File: config.mk
export PLATFORM = sky130hd
export DESIGN_NAME = serial_command_dispatcher
export DESIGN_NICKNAME = d
export VERILOG_FILES = /design/src/verilog/scd_pkg.sv /design/src/verilog/serial_command_dispatcher.sv
export VERILOG_INCLUDE_DIRS = /design/src /design/src/verilog
export SDC_FILE = /design/constraint.sdc
export NUM_CORES = 1
export LEC_CHECK = 0
export BUFFER_PORTS_ARGS = -buffer_cell sky130_fd_sc_hd__buf_4
export CAP_MARGIN = 10
export CELL_PAD_IN_SITES_DETAIL_PLACEMENT = 1
export CELL_PAD_IN_SITES_GLOBAL_PLACEMENT = 2
export CORE_UTILIZATION = 39
export DETAILED_ROUTE_END_ITERATION = 16
export GPL_TIMING_DRIVEN = 1
export PLACE_DENSITY_LB_ADDON = 0.1
export SETUP_SLACK_MARGIN = 0.15
export SLEW_MARGIN = 20
export SYNTH_ARGS = -nofsm -noshare
export SYNTH_HDL_FRONTEND = slang
export SYNTH_SLANG_ARGS = --single-unit
File: constraint.sdc
create_clock -name ref_clk -period 15.9 [get_ports ref_clk]
set_input_delay 3.18 -clock ref_clk [delete_from_list [all_inputs] [get_ports ref_clk]]
set_output_delay 3.18 -clock ref_clk [all_outputs]
set_load 0.01 [all_outputs]
File: src/verilog/scd_map.svh
// offsets, codes, limits and reset values of the serial command dispatcher
// assumes nothing; definitions only
`ifndef SCD_MAP_SVH
`define SCD_MAP_SVH

// command codes
`define C_LOCK  16'h0808
`define C_COPY  16'h1206
`define C_DEL   16'h1205
`define C_FRD   16'h0610
`define C_FDEL  16'h1610
`define C_GLOB  16'h1618
`define C_INIT  16'h1615
`define C_MODE  16'h1612
`define C_CLR   16'h1617
`define C_LOOP  16'h0619
`define S_FDEL  16'h0001

// payload limits in bytes per exchange
`define L_COPY  10'h1e0
`define L_FRD   10'h050
`define L_LOOP  10'h3c0
`define L_NONE  10'h3ff
`define L_MODE  10'h002

// last header byte index per mode
`define HDR_ASC 3'h7
`define HDR_BIN 3'h3

// ascii hex digit bounds
`define CH_0    8'h30
`define CH_9    8'h39
`define CH_A    8'h41
`define CH_F    8'h46

// error codes
`define E_INIT  8'h00
`define E_CMD   8'h51
`define E_SIZE  8'h52
`define E_STN   8'h53
`define E_CHAR  8'h54
`define E_SHORT 8'h55
`define E_OD    8'h56

// reset values
`define MODE_RST 1'h0
`define SPEC_RST 8'h00

`endif

File: src/verilog/scd_pkg.sv
// types shared by the serial command dispatcher
// does not include scd_map.svh; state codes and field widths are set here
package scd_pkg;

    typedef enum logic [1:0] {
        ST_HDR  = 2'b00,
        ST_PAY  = 2'b01,
        ST_SINK = 2'b10
    } state_e;

    typedef struct packed {
        logic       valid;
        logic [7:0] data;
        logic       last;
    } rx_byte_s;

    typedef struct packed {
        logic        valid;
        logic [15:0] cmd;
        logic [15:0] sub;
        logic [9:0]  len;
    } dispatch_s;

    typedef struct packed {
        logic       valid;
        logic       ok;
        logic [7:0] code;
    } rsp_s;

endpackage

File: src/verilog/serial_command_dispatcher.sv
// command decoder between a framed serial byte stream and the controller
// assumes framed bytes from a receiver on ref_clk, one byte per valid
//
// How it works
// - header parsed as ascii digits or binary
// - lock command sets or clears file lock
// - copy limited 480 bytes, delete dispatched
// - frame read limited to 80 bytes
// - frame delete needs subcommand 0001
// - global command drives both global signals
// - cpu send request granted if fits
// - binary-only abort returns to command wait
// - mode command sets mode and spec
// - clear command resets led and code
// - loopback echoes, 960 limit, direct only
`timescale 1ns/100ps

`include "scd_map.svh"

module serial_command_dispatcher (
    input  wire logic              ref_clk,
    input  wire logic              nrst,
    input  wire scd_pkg::rx_byte_s rx,
    input  wire logic              direct_station,
    input  wire logic              cpu_send_req,
    input  wire logic [15:0]       cpu_send_len,
    input  wire logic [15:0]       free_block_len,
    output scd_pkg::dispatch_s     dispatch,
    output scd_pkg::rsp_s          rsp,
    output logic                   err_led,
    output logic [7:0]             err_code,
    output logic                   global_signal_a,
    output logic                   global_signal_b,
    output logic                   file_lock,
    output logic                   mode_binary,
    output logic [7:0]             trans_spec,
    output logic                   tx_valid,
    output logic [7:0]             tx_data,
    output logic                   od_send
);
    import scd_pkg::*;

    // ==========================================================
    // state
    state_e      st_r;
    state_e      st_nxt;
    logic [2:0]  hcnt_r;
    logic [31:0] hdr_r;
    logic [15:0] cmd_r;
    logic [15:0] sub_r;
    logic [9:0]  pcnt_r;
    logic [7:0]  pay0_r;
    logic [7:0]  pay1_r;

    // ==========================================================
    // header decode
    wire in_hdr = rx.valid && st_r == ST_HDR;
    wire in_pay = rx.valid && st_r == ST_PAY;
    wire in_snk = rx.valid && st_r == ST_SINK;

    wire is_dig = rx.data >= `CH_0 && rx.data <= `CH_9;
    wire is_af  = rx.data >= `CH_A && rx.data <= `CH_F;
    wire [3:0] nib = is_dig ? rx.data[3:0] : rx.data[3:0] + 4'h9;
    wire bad_char = in_hdr && !mode_binary && !is_dig && !is_af;

    wire [31:0] asc_nxt = {hdr_r[27:0], nib};
    // binary codes arrive low byte first: cmd lo, cmd hi, sub lo, sub hi
    wire [31:0] bin_nxt = {
        hcnt_r == 3'h1 ? rx.data : hdr_r[31:24],
        hcnt_r == 3'h0 ? rx.data : hdr_r[23:16],
        hcnt_r == 3'h3 ? rx.data : hdr_r[15:8],
        hcnt_r == 3'h2 ? rx.data : hdr_r[7:0]
    };
    wire [31:0] hdr_nxt = mode_binary ? bin_nxt : asc_nxt;
    wire [2:0]  hlast   = mode_binary ? `HDR_BIN : `HDR_ASC;

    wire hdr_done  = in_hdr && !bad_char && hcnt_r == hlast;
    wire short_hdr = in_hdr && rx.last && !bad_char && hcnt_r != hlast;

    wire [15:0] cur_cmd = st_r == ST_HDR ? hdr_nxt[31:16] : cmd_r;
    wire [15:0] cur_sub = st_r == ST_HDR ? hdr_nxt[15:0] : sub_r;

    wire k_lock = cur_cmd == `C_LOCK;
    wire k_copy = cur_cmd == `C_COPY;
    wire k_del  = cur_cmd == `C_DEL;
    wire k_frd  = cur_cmd == `C_FRD;
    wire k_fdel = cur_cmd == `C_FDEL;
    wire k_glob = cur_cmd == `C_GLOB;
    wire k_init = cur_cmd == `C_INIT;
    wire k_mode = cur_cmd == `C_MODE;
    wire k_clr  = cur_cmd == `C_CLR;
    wire k_loop = cur_cmd == `C_LOOP;
    wire sub0   = cur_sub == 16'h0000;

    wire known =
        (k_lock && cur_sub[15:1] == 15'h0000) ||
        ((k_copy || k_del || k_frd || k_mode || k_loop) && sub0) ||
        (k_fdel && cur_sub == `S_FDEL) ||
        (k_glob && cur_sub[15:2] == 14'h0000) ||
        (k_clr && cur_sub[15:4] == 12'h000) ||
        (k_init && sub0 && mode_binary);

    wire bad_cmd = hdr_done && !known;
    wire bad_stn = hdr_done && known && k_loop && !direct_station;

    // ==========================================================
    // payload and limits
    wire [9:0] lim = k_copy ? `L_COPY :
                     k_frd  ? `L_FRD  :
                     k_loop ? `L_LOOP : `L_NONE;
    wire over = in_pay && pcnt_r >= lim;
    wire [9:0] cur_len = in_pay ? pcnt_r + 10'h001 : 10'h000;

    wire fin = rx.last && ((hdr_done && known && !bad_stn) || (in_pay && !over));
    wire short_mode = fin && k_mode && cur_len < `L_MODE;
    wire exec = fin && !short_mode;

    wire req_err = bad_char || short_hdr || bad_cmd || bad_stn ||
                   over || short_mode;
    wire [7:0] req_code = bad_char ? `E_CHAR :
                          (short_hdr || short_mode) ? `E_SHORT :
                          bad_cmd ? `E_CMD :
                          bad_stn ? `E_STN : `E_SIZE;

    // ==========================================================
    // on-demand send from the cpu, independent of the request path
    wire od_fit = cpu_send_len != 16'h0000 &&
                  cpu_send_len <= free_block_len;
    wire od_ok  = cpu_send_req && od_fit;
    wire od_err = cpu_send_req && !od_fit;

    // ==========================================================
    // next values
    always_comb begin
        st_nxt = st_r;
        case (st_r)
            ST_HDR: begin
                if (req_err)
                    st_nxt = rx.last ? ST_HDR : ST_SINK;
                else if (hdr_done && !rx.last)
                    st_nxt = ST_PAY;
            end
            ST_PAY: begin
                if (rx.valid && rx.last)
                    st_nxt = ST_HDR;
                else if (over)
                    st_nxt = ST_SINK;
            end
            ST_SINK: begin
                if (in_snk && rx.last)
                    st_nxt = ST_HDR;
            end
            default: st_nxt = ST_HDR;
        endcase
    end

    wire [2:0] hcnt_nxt = !in_hdr ? hcnt_r :
                          (hdr_done || req_err) ? 3'h0 : hcnt_r + 3'h1;
    wire [9:0] pcnt_nxt = hdr_done ? 10'h000 :
                          in_pay ? pcnt_r + 10'h001 : pcnt_r;

    // an error raised in the same cycle as a clear wins
    wire set_err = req_err || od_err;
    wire err_led_nxt = set_err ? 1'b1 : (exec && k_clr) ? 1'b0 : err_led;
    wire [7:0] err_code_nxt = req_err ? req_code :
                              od_err ? `E_OD :
                              (exec && k_clr) ? `E_INIT : err_code;

    wire [7:0] spec_byte = pcnt_r == 10'h001 ? rx.data : pay1_r;

    // ==========================================================
    // sequencing registers
    always_ff @(posedge ref_clk or negedge nrst) begin
        if (!nrst) begin
            st_r   <= ST_HDR;
            hcnt_r <= 3'h0;
            hdr_r  <= 32'h0000_0000;
            pcnt_r <= 10'h000;
        end else begin
            st_r   <= st_nxt;
            hcnt_r <= hcnt_nxt;
            hdr_r  <= in_hdr ? hdr_nxt : hdr_r;
            pcnt_r <= pcnt_nxt;
        end
    end

    always_ff @(posedge ref_clk or negedge nrst) begin
        if (!nrst) begin
            cmd_r  <= 16'h0000;
            sub_r  <= 16'h0000;
            pay0_r <= 8'h00;
            pay1_r <= 8'h00;
        end else begin
            if (hdr_done) begin
                cmd_r <= hdr_nxt[31:16];
                sub_r <= hdr_nxt[15:0];
            end
            if (in_pay && pcnt_r == 10'h000)
                pay0_r <= rx.data;
            if (in_pay && pcnt_r == 10'h001)
                pay1_r <= rx.data;
        end
    end

    // ==========================================================
    // controls held by the block
    always_ff @(posedge ref_clk or negedge nrst) begin
        if (!nrst) begin
            file_lock       <= 1'b0;
            global_signal_a <= 1'b0;
            global_signal_b <= 1'b0;
            mode_binary     <= `MODE_RST;
            trans_spec      <= `SPEC_RST;
        end else begin
            if (exec && k_lock)
                file_lock <= cur_sub[0];
            if (exec && k_glob) begin
                global_signal_a <= cur_sub[0];
                global_signal_b <= cur_sub[1];
            end
            // the new mode takes effect on the next request only
            if (exec && k_mode) begin
                mode_binary <= pay0_r[0];
                trans_spec  <= spec_byte;
            end
        end
    end

    always_ff @(posedge ref_clk or negedge nrst) begin
        if (!nrst) begin
            err_led  <= 1'b0;
            err_code <= `E_INIT;
        end else begin
            err_led  <= err_led_nxt;
            err_code <= err_code_nxt;
        end
    end

    // ==========================================================
    // answers, dispatch and echo
    always_ff @(posedge ref_clk or negedge nrst) begin
        if (!nrst) begin
            rsp      <= '0;
            dispatch <= '0;
        end else begin
            rsp.valid      <= req_err || exec;
            rsp.ok         <= !req_err;
            rsp.code       <= req_err ? req_code : `E_INIT;
            // abort only restarts the receiver, nothing is dispatched
            dispatch.valid <= exec && !k_init;
            dispatch.cmd   <= cur_cmd;
            dispatch.sub   <= cur_sub;
            dispatch.len   <= cur_len;
        end
    end

    always_ff @(posedge ref_clk or negedge nrst) begin
        if (!nrst) begin
            tx_valid <= 1'b0;
            tx_data  <= 8'h00;
            od_send  <= 1'b0;
        end else begin
            // echo is cut short at the limit; the host sees an error answer
            tx_valid <= in_pay && k_loop && !over;
            tx_data  <= rx.data;
            od_send  <= od_ok;
        end
    end
endmodule // serial_command_dispatcher

==> flow_summary.html, run 1 <==
<table>
<tr><th>Metric</th><th>Value</th></tr>
<tr><th colspan="2">Status</th></tr>
<tr><td>Result of the run</td><td>completed</td></tr>
<tr><th colspan="2">Finish</th></tr>
<tr><td>Most common library cell in the layout ignoring fill and taps</td><td>dfrtp_1</td></tr>
<tr><td>Layout cells sized above 1</td><td>21.2%</td></tr>
<tr><td>N_diodes</td><td>0</td></tr>
<tr><td>Cell area after layout</td><td>10500 sq um</td></tr>
<tr><td>Highest-count cells in the layout ignoring fill and taps</td><td>dfrtp_1, nand2_1, buf_4</td></tr>
<tr><td>Net count, final</td><td>1094</td></tr>
<tr><td>Area growth, synth to finish</td><td>18.6%</td></tr>
<tr><th colspan="2">Floorplanning</th></tr>
<tr><td>Initial standard-cell utilization of the core</td><td>40.2%</td></tr>
<tr><td>Area of the core region</td><td>22100 sq um</td></tr>
<tr><td>Chip Width</td><td>153 microns</td></tr>
<tr><td>Standard-cell row count</td><td>54</td></tr>
<tr><td>Top-level I/O count</td><td>130</td></tr>
<tr><td>Die Ht</td><td>153 microns</td></tr>
<tr><td>Die outline area</td><td>23400 sq um</td></tr>
<tr><th colspan="2">GRT</th></tr>
<tr><td>GRT overflow</td><td>0</td></tr>
<tr><td>All-layer global routing usage</td><td>22.4%</td></tr>
<tr><td>Pin count of the biggest net entering global routing</td><td>102</td></tr>
<tr><td>Vias in the first global route</td><td>7358</td></tr>
<tr><td>Global-route wire length before repair</td><td>41000 microns</td></tr>
<tr><td>Antenna violations before repair</td><td>0</td></tr>
<tr><th colspan="2">Timing</th></tr>
<tr><td>Count of endpoints failing setup in the final report</td><td>0</td></tr>
<tr><td>Number of max-slew violations in the final report</td><td>0</td></tr>
<tr><td>Setup repair after global routing missed its margin</td><td>false</td></tr>
<tr><td>Tightest Pin Transition</td><td>1.10 ns</td></tr>
<tr><td>Shortest clock period the worst path allows after layout</td><td>8.02 ns</td></tr>
<tr><td>Maximum clock frequency</td><td>0.125 GHz</td></tr>
<tr><td>Share of the clock period used by the worst path after layout</td><td>50.5%</td></tr>
<tr><td>Final number of hold-violating endpoints</td><td>0</td></tr>
<tr><td>Sum Neg Setup Slack</td><td>0 ns</td></tr>
<tr><td>Remaining max-slew budget at the tightest pin</td><td>26.1%</td></tr>
<tr><td>Setup Skew</td><td>0.0170 ns</td></tr>
<tr><th colspan="2">Place</th></tr>
<tr><td>Half-perimeter wire length after placement</td><td>17900 microns</td></tr>
<tr><td>Final weighted congestion in routability-driven placement</td><td>0.807</td></tr>
<tr><td>Placement-stage cell area</td><td>9940 sq um</td></tr>
<tr><td>Number of input and output port buffers inserted</td><td>123</td></tr>
<tr><th colspan="2">Clocking</th></tr>
<tr><td>Number of buffers inserted by hold repair at cts</td><td>0</td></tr>
<tr><td># H-tree levels</td><td>4</td></tr>
<tr><td>Gates resized, CTS repair</td><td>0</td></tr>
<tr><td>Clock tree from TritonCTS</td><td>done</td></tr>
<tr><td>CTS root buffer</td><td>clkbuf_16</td></tr>
<tr><td>TritonCTS Buffers</td><td>17</td></tr>
<tr><td>Clock transition at the register clock pins on the worst setup and hold paths after CTS</td><td>0.07 ns</td></tr>
<tr><td>Clock Tree Buf Depth</td><td>2</td></tr>
<tr><td># Post-CTS Setup Buffers</td><td>0</td></tr>
<tr><td>Clock sink count</td><td>163</td></tr>
<tr><td>Clock insertion delay at the later pin of the skew report</td><td>0.44 ns</td></tr>
<tr><th colspan="2">Worst hold path</th></tr>
<tr><td>Classification of the worst-slack hold path</td><td>reg2reg</td></tr>
<tr><th colspan="2">Synthesis</th></tr>
<tr><td>Number of warnings printed during yosys synthesis</td><td>0</td></tr>
<tr><td>Post-synthesis sequential element count</td><td>163</td></tr>
<tr><td>Post-synth EDFFs</td><td>0</td></tr>
<tr><td>Syn Area/Cell</td><td>9.67 sq um</td></tr>
<tr><td>Share of the yosys chip area belonging to registers</td><td>45.9%</td></tr>
<tr><td>Netlist area before placement</td><td>8890 sq um</td></tr>
<tr><td>Synth async-reset ratio</td><td>100%</td></tr>
<tr><td>Library cells used by synthesis</td><td>85</td></tr>
<tr><td>Primary FF master, synth</td><td>dfrtp_1</td></tr>
<tr><td>Post-synthesis cell count</td><td>919</td></tr>
<tr><th colspan="2">Power</th></tr>
<tr><td>Share of power burned in the clock network</td><td>32.0%</td></tr>
<tr><td>Net Sw Frac</td><td>34.8%</td></tr>
<tr><td>Part of the total power dissipated in combinational logic</td><td>27.6%</td></tr>
<tr><td>Sequential share of power</td><td>40.4%</td></tr>
<tr><td>Power per Cell Area</td><td>126 nW/um^2</td></tr>
<tr><td>Leakage</td><td>4.98 nW</td></tr>
<tr><td>Internal power</td><td>0.000870 W</td></tr>
<tr><td>Switching power</td><td>0.000463 W</td></tr>
<tr><td>Worst voltage drop across the vdd grid</td><td>0.0000661 V</td></tr>
<tr><th colspan="2">Drt</th></tr>
<tr><td>Routed length per placed instance</td><td>19.4 microns</td></tr>
<tr><td>Remaining DRCs</td><td>0</td></tr>
<tr><td>Remaining number of nets flagged by the antenna check after routing</td><td>0</td></tr>
<tr><td>Drt first-iter violations</td><td>334</td></tr>
<tr><td>Vias</td><td>7149</td></tr>
<tr><td>Sum of routed wire length over all layers</td><td>25300 microns</td></tr>
<tr><td>Vias per cell</td><td>5.48</td></tr>
<tr><td>Iteration count of the initial detailed-routing pass</td><td>4</td></tr>
<tr><th colspan="2">Setup path</th></tr>
<tr><td>WS Path Type</td><td>in2reg</td></tr>
<tr><td>Required time at the endpoint of the critical path</td><td>16.22 ns</td></tr>
<tr><td>Startpoint type of the worst setup path</td><td>primary input</td></tr>
<tr><td>Crit-path max FO</td><td>12</td></tr>
<tr><td>Crit. End Element</td><td>flip-flop</td></tr>
<tr><td>Data arrival time of the critical path</td><td>8.34 ns</td></tr>
<tr><th colspan="2">Job</th></tr>
<tr><td>Maximum Capacitance Violations</td><td>0</td></tr>
</table>
==> sequential cells by signal, summed over array words and instances, names as in the netlist <==
register / cells
rsp: 6
tx_data: 8
tx_valid: 1
global_signal_b: 1
trans_spec: 8
hcnt_r: 3
pcnt_r: 10
file_lock: 1
err_code: 4
sub_r: 16
hdr_r: 32
st_r: 2
global_signal_a: 1
pay1_r: 8
od_send: 1
cmd_r: 16
dispatch: 43
mode_binary: 1
pay0_r: 1
==> cells in the mapped netlist (6+ instances only) <==
cell type / instances / area share (%)
a21oi_1: 20 / 1.1
nand2_1: 141 / 6.0
dfrtp_1: 163 / 46
buf_2: 9 / 0.51
mux2_2: 24 / 3.0
a311oi_1: 7 / 0.69
a31oi_1: 7 / 0.49
buf_4: 10 / 0.84
mux2_4: 9 / 1.5
inv_1: 36 / 1.5
o21ai_0: 104 / 5.9
nor3b_1: 6 / 0.51
clkbuf_1: 37 / 1.6
xnor2_1: 7 / 0.69
nor2_1: 45 / 1.9
nand2b_1: 13 / 0.91
o21ai_1: 8 / 0.45
nor4_1: 7 / 0.49
xor2_1: 9 / 0.89
mux2i_1: 15 / 1.7
nand4_1: 11 / 0.77
and4b_1: 8 / 0.90
nor2b_1: 17 / 1.2
a21o_1: 12 / 1.0
nand3_1: 14 / 0.79
ha_1: 37 / 5.2
o21a_1: 9 / 0.76
nor3_1: 11 / 0.62
==> stage by stage <==
| step | worst slack, ns | instances | power [W] | hold WS (ns) | util (%) |
|---|---|---|---|---|---|
| floorplan | 8.47 | 924 | 0.000763 | 0.441 | - |
| global placement | 7.62 | 1272 | 0.000911 | 0.460 | 45.0 |
| detailed placement | 7.51 | 1272 | 0.000915 | 0.467 | 45.0 |
| CTS | 7.97 | 1304 | 0.00135 | 0.481 | 47.7 |
| global route | 7.59 | 1304 | 0.00141 | 0.510 | 47.7 |
| finish | 7.88 | 1304 | 0.00133 | 0.481 | 47.7 |
==> path summary, 6_finish.rpt <==
kind / slack (ns) / from / to / cells after the start
worst max-delay path: 7.88 / rx[3] / trans_spec[7]$_DFFE_PN0P_ / 19
worst min-delay path: 0.48 / hdr_r[28]$_DFFE_PN0P_ / hdr_r[28]$_DFFE_PN0P_ / 2
worst max register to register: 9.56 / mode_binary$_DFFE_PN0P_ / trans_spec[7]$_DFFE_PN0P_ / 19
worst min register to register: 0.48 / hdr_r[28]$_DFFE_PN0P_ / hdr_r[28]$_DFFE_PN0P_ / 2
max in group asynchronous: 11.68 / nrst / mode_binary$_DFFE_PN0P_ / 2
min in group asynchronous: 2.83 / nrst / tx_data[0]$_DFF_PN0_ / 1
==> critical path, stage by stage <==
cell and delay (ns):
buf_4 0.15, and4b_1 0.19, a311oi_1 0.58, nand4_1 0.22
o41a_1 0.20, or4_1 0.61, nand2_1 0.21, inv_1 0.07
ha_1 0.26, nand2b_1 0.13, a21o_1 0.17, a21o_1 0.16
a21oi_1 0.13, nor3_1 0.06, o22ai_1 0.35, and2_1 0.28
a31oi_4 0.08, or4b_1 0.86, mux2_4 0.42
==> logic make-up (layout without fill, tap and decap cells) <==
family,Yosys count,in the layout,synth area share [%]
adders and majority gates,37,37,5.21
AOI/OAI and AO/OA,224,224,16.4
xor gates and xnor gates,16,16,1.58
muxes,50,50,6.50
and+or+nand+nor,328,328,19.3
buffers and inverters,100,200,5.07
DFF,163,163,45.9
other,1,6,0.0422
==> per-layer routing <==
metal  global-route usage, %  vias to the layer above  share of wire (%)  wire, microns
met3                    3.35                       28                3.6            914
li1                        -                     3449                  -              -
met1                    30.3                     3527                 47          12000
met4                    6.93                        0                1.6            408
met2                    37.0                      145                 48          12100
met5                       0                        -                  0              0
==> layout make-up <==
type,count,area [sq um]
Fill cell,2473,11600
Sequential cell,163,4080
Inverter,36,135
Clock inverter,14,166
Tap cell,280,350
Multi-Input combinational cell,661,4380
Clock buffer,18,429
Timing Repair Buffer,132,995
==> power groups by stage <==
stage               combinational (W)  sequential [W]  clock [W]
finish                       0.000368        0.000538   0.000427
global route                 0.000406        0.000549   0.000453
CTS                          0.000373        0.000539   0.000438
detailed placement           0.000370        0.000545          0
global placement             0.000367        0.000545          0
floorplan                    0.000227        0.000536          0
Note: power is estimated with default switching activity, not from simulation.
==> inputs of run 2 (changes only) <==
--- a/config.mk
+++ b/config.mk
@@ -10,7 +10,7 @@
 export CAP_MARGIN = 10
 export CELL_PAD_IN_SITES_DETAIL_PLACEMENT = 1
 export CELL_PAD_IN_SITES_GLOBAL_PLACEMENT = 2
-export CORE_UTILIZATION = 39
+export CORE_UTILIZATION = 33
 export DETAILED_ROUTE_END_ITERATION = 16
 export GPL_TIMING_DRIVEN = 1
 export PLACE_DENSITY_LB_ADDON = 0.1
==> constraint.sdc (replaced) <==
create_clock -name ref_clk -period 7.1 [get_ports ref_clk]
set_input_delay 1.42 -clock ref_clk [delete_from_list [all_inputs] [get_ports ref_clk]]
set_output_delay 1.42 -clock ref_clk [all_outputs]
set_load 0.01 [all_outputs]
==> run 2 against run 1 <==
Compared with the run above:
- the flow now finishes with violations (DRC)
- clock power increased by 130%
- die area increased by 18%
- clock skew decreased by 0.0034 ns
- clock-buffer cell count unchanged
- critical path depth unchanged
- worst hold slack got worse by 0.0038 ns
- via count decreased by 0.27%
- utilization decreased by 7.1 points
==> flow_summary.html, run 2 (synthesis results as in run 1) <==
<table>
<tr><th>Metric</th><th>Value</th></tr>
<tr><th colspan="2">GRT</th></tr>
<tr><td>Global-route wire length before repair</td><td>42500 microns</td></tr>
<tr><td>Antenna violations before repair</td><td>0</td></tr>
<tr><td>Vias in the first global route</td><td>7481</td></tr>
<tr><td>GRT overflow</td><td>0</td></tr>
<tr><td>All-layer global routing usage</td><td>19.7%</td></tr>
<tr><td>Pin count of the biggest net entering global routing</td><td>73</td></tr>
<tr><th colspan="2">Finish</th></tr>
<tr><td>Largest register FFs</td><td>43</td></tr>
<tr><td>Layout cells sized above 1</td><td>21.4%</td></tr>
<tr><td>N_diodes</td><td>0</td></tr>
<tr><td>Non-filler cells in the finished layout</td><td>1361</td></tr>
<tr><td>Area growth, synth to finish</td><td>19.8%</td></tr>
<tr><td>Most common library cell in the layout ignoring fill and taps</td><td>dfrtp_1</td></tr>
<tr><td>Top register by number of flip-flops</td><td>dispatch</td></tr>
<tr><td>Net count, final</td><td>1097</td></tr>
<tr><td>Filler cell count</td><td>2952</td></tr>
<tr><td>Multi-input logic area</td><td>4380 sq um</td></tr>
<tr><td>Top flop regs</td><td>dispatch: 43 flops, hdr_r: 32 flops</td></tr>
<tr><td>Cell area after layout</td><td>10600 sq um</td></tr>
<tr><td>Highest-count cells in the layout ignoring fill and taps</td><td>dfrtp_1, nand2_1, buf_4</td></tr>
<tr><td>Reg area</td><td>4080 sq um</td></tr>
<tr><th colspan="2">Clocking</th></tr>
<tr><td>Clock tree from TritonCTS</td><td>done</td></tr>
<tr><td>Clock insertion delay at the later pin of the skew report</td><td>0.44 ns</td></tr>
<tr><td>Clock sink count</td><td>163</td></tr>
<tr><td>Number of buffers inserted by hold repair at cts</td><td>0</td></tr>
<tr><td>Gates resized, CTS repair</td><td>0</td></tr>
<tr><td>CTS root buffer</td><td>clkbuf_16</td></tr>
<tr><td># H-tree levels</td><td>4</td></tr>
<tr><td>Clock transition at the register clock pins on the worst setup and hold paths after CTS</td><td>0.07 ns</td></tr>
<tr><td># Post-CTS Setup Buffers</td><td>0</td></tr>
<tr><td>Clock Tree Buf Depth</td><td>2</td></tr>
<tr><td>TritonCTS Buffers</td><td>17</td></tr>
<tr><th colspan="2">Setup path</th></tr>
<tr><td>Setup slack, reg-to-reg</td><td>0.74 ns</td></tr>
<tr><td>Required time at the endpoint of the critical path</td><td>7.41 ns</td></tr>
<tr><td>Startpoint type of the worst setup path</td><td>primary input</td></tr>
<tr><td>Crit. End Element</td><td>flip-flop</td></tr>
<tr><td>WS Path Type</td><td>in2reg</td></tr>
<tr><td>CP delay by family, top</td><td>simple AND/OR/NAND/NOR gates</td></tr>
<tr><td>Cell mode on critical path</td><td>a21o_1</td></tr>
<tr><td>Data arrival time of the critical path</td><td>6.71 ns</td></tr>
<tr><td>Number of buffers and inverters on the critical path</td><td>2</td></tr>
<tr><td>Critical Path, Cell by Cell</td><td>buf_4, and4b_1, a311oi_1, nand4_1, a221o_1, or4_1, nand2_1, inv_1, ha_1, nand2b_1, a21o_1, a21o_1, a21oi_1, nor3_1, o22ai_1, and2_1, a31oi_4, or4b_1, mux2_4</td></tr>
<tr><td>Critical path's slowest cell</td><td>or4b_1</td></tr>
<tr><td>Slowest stage delay, CP</td><td>0.86 ns</td></tr>
<tr><td>Crit-path max FO</td><td>9</td></tr>
<tr><th colspan="2">Timing</th></tr>
<tr><td>Setup ws final</td><td>0.705 ns</td></tr>
<tr><td>Count of endpoints failing setup in the final report</td><td>0</td></tr>
<tr><td>Remaining max-slew budget at the tightest pin</td><td>33.8%</td></tr>
<tr><td>Tightest Pin Transition</td><td>0.983 ns</td></tr>
<tr><td>Number of max-slew violations in the final report</td><td>0</td></tr>
<tr><td>Maximum clock frequency</td><td>0.156 GHz</td></tr>
<tr><td>Setup repair after global routing missed its margin</td><td>false</td></tr>
<tr><td>Share of the clock period used by the worst path after layout</td><td>90.1%</td></tr>
<tr><td>Shortest clock period the worst path allows after layout</td><td>6.40 ns</td></tr>
<tr><td>Final number of hold-violating endpoints</td><td>0</td></tr>
<tr><td>Setup Skew</td><td>0.0136 ns</td></tr>
<tr><td>Sum Neg Setup Slack</td><td>0 ns</td></tr>
<tr><th colspan="2">Power</th></tr>
<tr><td>Internal power</td><td>0.00199 W</td></tr>
<tr><td>Sequential share of power</td><td>39.8%</td></tr>
<tr><td>Share of power burned in the clock network</td><td>32.6%</td></tr>
<tr><td>Leakage</td><td>5.00 nW</td></tr>
<tr><td>Net Sw Frac</td><td>34.1%</td></tr>
<tr><td>Part of the total power dissipated in combinational logic</td><td>27.6%</td></tr>
<tr><td>Total Power</td><td>0.00302 W</td></tr>
<tr><td>Worst voltage drop across the vdd grid</td><td>0.000127 V</td></tr>
<tr><td>Switching power</td><td>0.00103 W</td></tr>
<tr><td>Power per Cell Area</td><td>284 nW/um^2</td></tr>
<tr><th colspan="2">Drt</th></tr>
<tr><td>Remaining number of nets flagged by the antenna check after routing</td><td>0</td></tr>
<tr><td>Vias</td><td>7130</td></tr>
<tr><td>Sum of routed wire length over all layers</td><td>26000 microns</td></tr>
<tr><td>Vias per cell</td><td>5.24</td></tr>
<tr><td>Remaining DRCs</td><td>5</td></tr>
<tr><td>Routed length per placed instance</td><td>19.1 microns</td></tr>
<tr><td>Iteration count of the initial detailed-routing pass</td><td>10</td></tr>
<tr><td>Drt first-iter violations</td><td>463</td></tr>
<tr><th colspan="2">Job</th></tr>
<tr><td>Maximum Capacitance Violations</td><td>0</td></tr>
<tr><th colspan="2">Floorplanning</th></tr>
<tr><td>Chip Width</td><td>166 microns</td></tr>
<tr><td>Initial standard-cell utilization of the core</td><td>33.9%</td></tr>
<tr><td>Area of the core region</td><td>26200 sq um</td></tr>
<tr><td>Die outline area</td><td>27600 sq um</td></tr>
<tr><td>Die Ht</td><td>166 microns</td></tr>
<tr><td>Standard-cell row count</td><td>59</td></tr>
<tr><td>Top-level I/O count</td><td>130</td></tr>
<tr><th colspan="2">Place</th></tr>
<tr><td>Setup Slack @ Placement</td><td>0.327 ns</td></tr>
<tr><td>Placed cell count</td><td>1330</td></tr>
<tr><td>Number of input and output port buffers inserted</td><td>123</td></tr>
<tr><td>Final weighted congestion in routability-driven placement</td><td>0.756</td></tr>
<tr><td>Half-perimeter wire length after placement</td><td>18600 microns</td></tr>
<tr><td>Placement-stage cell area</td><td>10000 sq um</td></tr>
<tr><th colspan="2">Status</th></tr>
<tr><td>Violated checks</td><td>DRC</td></tr>
<tr><td>Result of the run</td><td>complete, but fails checks</td></tr>
<tr><th colspan="2">Worst hold path</th></tr>
<tr><td>Classification of the worst-slack hold path</td><td>reg2reg</td></tr>
</table>
[run 2: cell types whose count changed in the layout (fill, tap and decap cells not counted)]
cell / before / now
buf_4: 131 / 134
clkbuf_1: 1 / 0
inv_8: 3 / 1
bufinv_16: 2 / 3
clkbuf_8: 0 / 1
[run 2: area by class of cell]
type | instances | share of cell area, %
Sequential cell | 163 | 38.3
Multi-Input combinational cell | 661 | 41.2
Tap cell | 335 | 3.94
Clock inverter | 13 | 1.63
Clock buffer | 18 | 4.12
Inverter | 36 | 1.27
Timing Repair Buffer | 135 | 9.55
[run 2: through the flow]
step	utilization (%)	hold slack, ns
floorplan	-	0.441
global placement	38.3	0.462
detailed placement	38.3	0.467
CTS	40.6	0.483
global route	40.6	0.507
finish	40.6	0.477
[run 2: metal layers]
metal / global-route usage (%) / up-vias / wire (microns)
met5: 0 / - / 0
met4: 5.04 / 0 / 357
met3: 3.46 / 20 / 890
met2: 32.0 / 135 / 11900
met1: 27.2 / 3531 / 12800
li1: - / 3444 / -
[run 2: power groups by stage]
stage,logic [W],clock network (W),registers (W)
5_1_grt,0.000931,0.00105,0.00123
4_1_cts,0.000844,0.00102,0.00121
3_5_place_dp,0.000840,0,0.00122
3_3_place_gp,0.000835,0,0.00122
2_1_floorplan,0.000508,0,0.00120
6_report,0.000833,0.000986,0.00120
[run 2: tightest hold or removal path, cell delays in order (launching register included)]
cell and delay [ns]:
dfrtp_1 0.34, nand2_1 0.05, o21ai_0 0.06
[run 2: path summary, 6_finish.rpt]
check	startpoint	endpoint	cells past startpoint
max	rx[7]	trans_spec[1]$_DFFE_PN0P_	19
min	hdr_r[17]$_DFFE_PN0P_	hdr_r[17]$_DFFE_PN0P_	2
max reg2reg	hcnt_r[0]$_DFFE_PN0P_	trans_spec[1]$_DFFE_PN0P_	20
min reg2reg	hdr_r[17]$_DFFE_PN0P_	hdr_r[17]$_DFFE_PN0P_	2
max in group asynchronous	nrst	file_lock$_DFFE_PN0P_	2
min in group asynchronous	nrst	sub_r[8]$_DFFE_PN0P_	1
